`config.mk`:
```
export PLATFORM = sky130hd
export DESIGN_NAME = i2c_gpo
export DESIGN_NICKNAME = d
export VERILOG_FILES = /design/src/gpo_pkg.sv /design/src/pin_sync.sv /design/src/i2c_gpo.sv
export SDC_FILE = /design/constraint.sdc
export NUM_CORES = 1
export LEC_CHECK = 0
export ABC_AREA = 1
export BUFFER_PORTS_ARGS = -buffer_cell sky130_fd_sc_hd__clkbuf_2
export CAP_MARGIN = 40
export CORE_ASPECT_RATIO = 1.25
export CORE_MARGIN = 3
export CORE_UTILIZATION = 45
export CTS_BUF_LIST = sky130_fd_sc_hd__clkbuf_16
export CTS_CLUSTER_DIAMETER = 200
export CTS_CLUSTER_SIZE = 25
export DETAILED_ROUTE_END_ITERATION = 10
export GPL_TIMING_DRIVEN = 0
export SLEW_MARGIN = 0
export SYNTH_ARGS = -nofsm -noshare
export SYNTH_HDL_FRONTEND = slang
export SYNTH_SLANG_ARGS = --single-unit
```
`constraint.sdc`:
```
create_clock -name i_clk -period 3.9 [get_ports i_clk]
set_input_delay 0 -clock i_clk [delete_from_list [all_inputs] [get_ports i_clk]]
set_output_delay 0 -clock i_clk [all_outputs]
set_load 0.02 [all_outputs]
```
`src/gpo_pkg.sv`:
```
// Package for the I2C four-bit output port.
// Assumes a single 100 MHz clock; bus pins are sampled in that domain.
package gpo_pkg;
	localparam logic [6:0] SLAVE_ADDR     = 7'h48;
	localparam logic [3:0] OUT_RESET      = 4'hf;
	localparam logic [3:0] UPPER_READ     = 4'hf;
	localparam int         SYNC_STAGES    = 2;
	localparam logic [3:0] BITS_PER_BYTE  = 4'h8;

	typedef struct packed {
		logic scl;
		logic sda;
	} i2c_pins_t;

	typedef enum logic [5:0] {
		ST_IDLE  = 6'b00_0001,
		ST_ADDR  = 6'b00_0010,
		ST_AACK  = 6'b00_0100,
		ST_WDATA = 6'b00_1000,
		ST_WACK  = 6'b01_0000,
		ST_RDATA = 6'b10_0000
	} bus_state_t;
endpackage

```
`src/pin_sync.sv`:
```
// Two-flop synchroniser for one asynchronous level.
// Assumes the input comes from outside the i_clk domain.
`timescale 1ns/1ps
`default_nettype none
module pin_sync (
	// Clock and reset
	input  wire logic i_clk,
	input  wire logic i_rst,
	input  wire logic i_reset_level,
	// Level
	input  wire logic i_async,
	output logic      o_sync
);
	logic meta_reg;

	always_ff @(posedge i_clk) begin
		if (i_rst) begin
			meta_reg <= i_reset_level;
			o_sync   <= i_reset_level;
		end else begin
			meta_reg <= i_async;
			o_sync   <= meta_reg;
		end
	end
endmodule
`default_nettype wire

```
`src/i2c_gpo.sv`:
```
// I2C slave driving four latched push-pull output lines.
// Assumes i_rst models the power-on reset; SDA is open drain via o_sda_oe_n.
// What this block does
// - Answers only at seven-bit address 48h after a START.
// - All four lines are driven high from power-up until a write.
// - A stored one drives its line high and a zero drives it low.
// - In a write the address and then each data byte are acknowledged.
// - The upper four bits of a written byte are discarded.
// - New output value appears only after its data byte is acknowledged.
// - Any number of write bytes, each replacing the held value.
// - Read data is the level at the output pins, not the latch.
// - Any number of read bytes, pins resampled at every acknowledge.
// - In read data one means high and zero means low.
// - The upper four read bits are always ones.
// - The lines are outputs only, with no input configuration.
// - Reset puts outputs and the bus state machine in default states.
`timescale 1ns/1ps
`default_nettype none
module i2c_gpo (
	// Clock and reset
	input  wire logic       i_clk,
	input  wire logic       i_rst,
	// I2C bus pins
	input  wire gpo_pkg::i2c_pins_t i_bus,
	output logic            o_sda_out,
	output logic            o_sda_oe_n,
	// Output lines and their pin levels
	input  wire logic [3:0] i_pin_level,
	output logic [3:0]      o_out_line
);
	import gpo_pkg::*;

	logic       scl_s;
	logic       sda_s;
	logic [3:0] pin_s;
	logic       scl_d_reg;
	logic       sda_d_reg;
	bus_state_t state_reg;
	logic [3:0] bit_cnt_reg;
	logic [7:0] shift_reg;
	logic       rw_reg;
	logic       sda_low_reg;
	logic       got_byte_reg;
	logic [3:0] pend_reg;

	pin_sync u_scl (.i_clk(i_clk), .i_rst(i_rst), .i_reset_level(1'b1), .i_async(i_bus.scl), .o_sync(scl_s));
	pin_sync u_sda (.i_clk(i_clk), .i_rst(i_rst), .i_reset_level(1'b1), .i_async(i_bus.sda), .o_sync(sda_s));

	genvar g;
	generate
		for (g = 0; g < 4; g++) begin : g_pin
			pin_sync u_pin (.i_clk(i_clk), .i_rst(i_rst), .i_reset_level(1'b1),
				.i_async(i_pin_level[g]), .o_sync(pin_s[g]));
		end
	endgenerate

	logic scl_rise;
	logic scl_fall;
	logic start_seen;
	logic stop_seen;
	assign scl_rise   = scl_s & ~scl_d_reg;
	assign scl_fall   = ~scl_s & scl_d_reg;
	assign start_seen = scl_s & scl_d_reg & sda_d_reg & ~sda_s;
	assign stop_seen  = scl_s & scl_d_reg & ~sda_d_reg & sda_s;

	logic       addr_match;
	logic [7:0] read_byte;
	assign addr_match = (shift_reg[7:1] == SLAVE_ADDR);
	// pins, not the latch; upper bits forced
	assign read_byte  = {UPPER_READ, pin_s};

	always_ff @(posedge i_clk) begin
		if (i_rst) begin
			scl_d_reg <= 1'b1;
			sda_d_reg <= 1'b1;
		end else begin
			scl_d_reg <= scl_s;
			sda_d_reg <= sda_s;
		end
	end

	// Bus state machine; START always restarts, STOP always idles
	always_ff @(posedge i_clk) begin
		if (i_rst) begin
			state_reg    <= ST_IDLE;
			bit_cnt_reg  <= 4'h0;
			shift_reg    <= 8'h00;
			rw_reg       <= 1'b0;
			sda_low_reg  <= 1'b0;
			got_byte_reg <= 1'b0;
		end else if (start_seen) begin
			state_reg    <= ST_ADDR;
			bit_cnt_reg  <= 4'h0;
			sda_low_reg  <= 1'b0;
			got_byte_reg <= 1'b0;
		end else if (stop_seen) begin
			state_reg    <= ST_IDLE;
			sda_low_reg  <= 1'b0;
			got_byte_reg <= 1'b0;
		end else begin
			got_byte_reg <= 1'b0;
			case (state_reg)
				ST_IDLE: begin
					sda_low_reg <= 1'b0;
				end
				ST_ADDR: begin
					if (scl_rise) begin
						shift_reg   <= {shift_reg[6:0], sda_s};
						bit_cnt_reg <= bit_cnt_reg + 4'h1;
					end else if (scl_fall && bit_cnt_reg == BITS_PER_BYTE) begin
						bit_cnt_reg <= 4'h0;
						rw_reg      <= shift_reg[0];
						if (addr_match) begin
							state_reg   <= ST_AACK;
							sda_low_reg <= 1'b1;
						end else begin
							state_reg <= ST_IDLE;
						end
					end
				end
				ST_AACK: begin
					if (scl_fall) begin
						if (rw_reg) begin
							shift_reg   <= read_byte;
							state_reg   <= ST_RDATA;
							sda_low_reg <= ~UPPER_READ[3];
						end else begin
							state_reg   <= ST_WDATA;
							sda_low_reg <= 1'b0;
						end
					end
				end
				ST_WDATA: begin
					if (scl_rise) begin
						shift_reg   <= {shift_reg[6:0], sda_s};
						bit_cnt_reg <= bit_cnt_reg + 4'h1;
					end else if (scl_fall && bit_cnt_reg == BITS_PER_BYTE) begin
						bit_cnt_reg <= 4'h0;
						state_reg   <= ST_WACK;
						sda_low_reg <= 1'b1;
					end
				end
				ST_WACK: begin
					if (scl_fall) begin
						state_reg    <= ST_WDATA;
						sda_low_reg  <= 1'b0;
						got_byte_reg <= 1'b1;
					end
				end
				ST_RDATA: begin
					if (scl_fall) begin
						if (bit_cnt_reg == 4'h7) begin
							sda_low_reg <= 1'b0;
							bit_cnt_reg <= 4'h8;
						end else if (bit_cnt_reg == BITS_PER_BYTE) begin
							// Master ack: low SDA at this point was its ack
							bit_cnt_reg <= 4'h0;
							if (!sda_d_reg) begin
								shift_reg   <= read_byte;
								sda_low_reg <= ~UPPER_READ[3];
							end else begin
								state_reg <= ST_IDLE;
							end
						end else begin
							shift_reg   <= {shift_reg[6:0], 1'b1};
							sda_low_reg <= ~shift_reg[6];
							bit_cnt_reg <= bit_cnt_reg + 4'h1;
						end
					end
				end
				default: begin
					state_reg <= ST_IDLE;
				end
			endcase
		end
	end

	// Data byte held until its ack clock ends
	always_ff @(posedge i_clk) begin
		if (i_rst) begin
			pend_reg <= OUT_RESET;
		end else if (state_reg == ST_WDATA && scl_fall && bit_cnt_reg == BITS_PER_BYTE) begin
			pend_reg <= shift_reg[3:0];
		end
	end

	// Output latch; lines never turn into inputs
	always_ff @(posedge i_clk) begin
		if (i_rst) begin
			o_out_line <= OUT_RESET;
		end else if (got_byte_reg) begin
			o_out_line <= pend_reg;
		end
	end

	// Open-drain SDA: only ever pulls low
	always_ff @(posedge i_clk) begin
		if (i_rst) begin
			o_sda_out  <= 1'b1;
			o_sda_oe_n <= 1'b1;
		end else begin
			o_sda_out  <= 1'b0;
			o_sda_oe_n <= ~sda_low_reg;
		end
	end
endmodule
`default_nettype wire

```
==> flow_metrics.env <==
export IMPL_run_status="finished, final reports clean"
export IMPL_critPathSlowestCell="dfxtp_1"
export IMPL_ys_seq_area_frac=0.424
export IMPL_ir_worst_vdd_v=0.000265
export IMPL_p_clk_frac=0.337
export IMPL_fin_crit_ns=1.79
export IMPL_p_leak_uw=0.00121
export IMPL_crit_family="simple AND/OR/NAND/NOR gates"
export IMPL_fin_skew_ns=0.00667
export IMPL_rsz0062_at_grt="no"
export IMPL_grt_pass1_vias=1660
export IMPL_final_hold_violation_count=0
export IMPL_antenna_found_initial=0
export IMPL_slew_headroom=0.691
export IMPL_pre_cts_ws_ns=2.12
export IMPL_fmax_ghz=0.557
export IMPL_antenna_cells=0
export IMPL_crit_required_ns=4.13
export IMPL_drive_gt1_frac=0.179
export IMPL_cp_cell_sequence="inv_1 > ha_1 > nand2_1 > nor2_4 > inv_1 > nand2_2 > nand3_1 > nor2_2 > nand2_2 > nand2_1 > nand2_1 > nand2_1"
export IMPL_dp_final_hpwl_mm=3.15
export IMPL_synth_edf_count=0
export IMPL_numCtsBuffers=5
export IMPL_combPwrFrac=0.238
export IMPL_syn_inst=302
export IMPL_power_frac_seq=0.425
export IMPL_cp_start_kind="register"
export IMPL_synth_cell_types=28
export IMPL_slew_viol_final=0
export IMPL_final_common_cell="nand2_1"
export IMPL_worstSkewPairLatency_ns=0.29
export IMPL_cts_root_buffer="clkbuf_16"
export IMPL_cp_max_fo=7
export IMPL_grt_ovfl_total=0
export IMPL_drt_iter0_drc=80
export IMPL_critPathKind="reg2reg"
export IMPL_ys_warn_count=0
export IMPL_gp_congestion=0.813
export IMPL_synthTopCellsByArea="dfxtp_1 42%, nand2_1 14%, nor2_1 7.4%"
export IMPL_routedWlPerCell_um=11.0
export IMPL_ys_flop_type="dfxtp_1"
export IMPL_grt_max_degree=16
export IMPL_nets=339
export IMPL_tns_ns=0
export IMPL_worst_pin_slew_ns=0.463
export IMPL_drt_total_wl_mm=4.27
export IMPL_intPower_uw=847
export IMPL_core_mm2=0.00449
export IMPL_period_share=0.460
export IMPL_h_tree_depth=2
export IMPL_first_pass_iters=4
export IMPL_final_cell_mix="80 x nand2_1, 45 x dfxtp_1, 42 x nor2_1"
export IMPL_critPathArrivalTime_ns=2.02
export IMPL_antenna_left=0
export IMPL_viasPerCell=4.80
export IMPL_gr_usage_all_layers=0.170
export IMPL_cts_tree="built"
export IMPL_postCtsSetupBuffers=0
export IMPL_async_flop_share=0
export IMPL_synth_top_area_frac=0.424
export IMPL_syn_to_final_growth_pct=16.6
export IMPL_start_util=0.473
export IMPL_max_stage_delay_ns=0.37
export IMPL_vias=1861
export IMPL_port_buffers=13
export IMPL_swShare=0.323
export IMPL_max_cap_viol_count=0
export IMPL_power_density_mw_per_mm2=504
export IMPL_setup_viol=0
export IMPL_crit_buf_inv=2
export IMPL_clock_sinks=45
export IMPL_cpMostUsedCell="nand2_1"
export IMPL_fp_dieH_um=82.9
export IMPL_end_kind="register"
export IMPL_die_w_um=67.5
export IMPL_hp_class="reg2reg"
export IMPL_die_area_mm2=0.00559
export IMPL_ios=14
export IMPL_syn_area_per_cell_um2=7.04
export IMPL_largest_reg_flops=8
export IMPL_synth_area_mm2=0.00213
export IMPL_synth_top_cell_by_area="dfxtp_1"
export IMPL_power_switching_uw=404
export IMPL_rows=27
export IMPL_grt_first_pass_wirelength_mm=7.46
export IMPL_drc_errors=0
export IMPL_synthesis_nets=312
export IMPL_clkTransAtPathRegs_ns=0.06
export IMPL_cts_buffer_depth=2
export IMPL_ys_seq_elements=45
export IMPL_worst_slack_ns=2.11
through the flow:
stage          instance area, um2  hold slack, ns  power, uW  std cells  utilization
6_report                     2480           0.394       1250        388        0.552
5_1_grt                      2480           0.419       1330        388        0.552
4_1_cts                      2480           0.395       1260        388        0.552
3_5_place_dp                 2260           0.186        832        373        0.504
3_3_place_gp                 2260           0.183        829        373        0.504
2_1_floorplan                2130          0.0277        769        302            -
routing by layer:
layer	up-vias	part of all wire	GRT usage	routed length, um
met2	39	0.45	0.259	1940
li1	1005	-	-	-
met4	0	0.025	0.0664	105
met3	11	0.037	0.0406	159
met1	806	0.48	0.227	2070
met5	-	0	0	0
timing repair:
| action | CTS | global route |
|---|---|---|
| hold buffers | 7 | 0 |
| resized for setup | 0 | 0 |
| hold endpoints to repair | 7 | 0 |
Yosys cell counts (4+ instances only):
cell,instances
nand2_1,80
dfxtp_1,45
nor2_1,42
inv_1,35
nand3_1,23
or2_2,12
o21ai_0,9
a21oi_1,8
nor2_2,7
nor3_1,6
o211ai_1,5
nand2_2,4
nand3_2,4
cell type report:
type	instances	area [um2]
fill	450	2010
multi-input combinational	214	1050
sequential	45	901
inverter	40	153
timing repair buffer	20	135
clock buffer	5	125
tap	58	72.6
clock inverter	3	21.3
buffer	3	18.8
power groups by stage:
| stage | Sequential, uW | Clock [uW] | Combinational [uW] |
|---|---|---|---|
| 6_report | 531 | 422 | 298 |
| 5_1_grt | 538 | 452 | 339 |
| 4_1_cts | 531 | 429 | 298 |
| 3_5_place_dp | 541 | 0 | 291 |
| 3_3_place_gp | 541 | 0 | 289 |
| 2_1_floorplan | 538 | 0 | 231 |
cells by family after synthesis:
logic type                 Yosys count  synth area share
and+or+nand+nor                    186             0.413
DFF                                 45             0.424
buffers and inverters               43            0.0806
AOI/OAI and AO/OA                   25            0.0671
adders and majority gates            2            0.0118
xor gates and xnor gates             1           0.00412
final timing paths:
| check | from | end | slack (ns) | cells past startpoint |
|---|---|---|---|---|
| max | bit_cnt_reg[0] | state_reg[0] | 2.11 | 12 |
| min reg2reg | sda_low_reg | o_sda_oe_n | 0.39 | 1 |
| max reg2reg | bit_cnt_reg[0] | state_reg[0] | 2.11 | 12 |
| min | sda_low_reg | o_sda_oe_n | 0.39 | 1 |
Note: power is estimated with default switching activity, not from simulation.
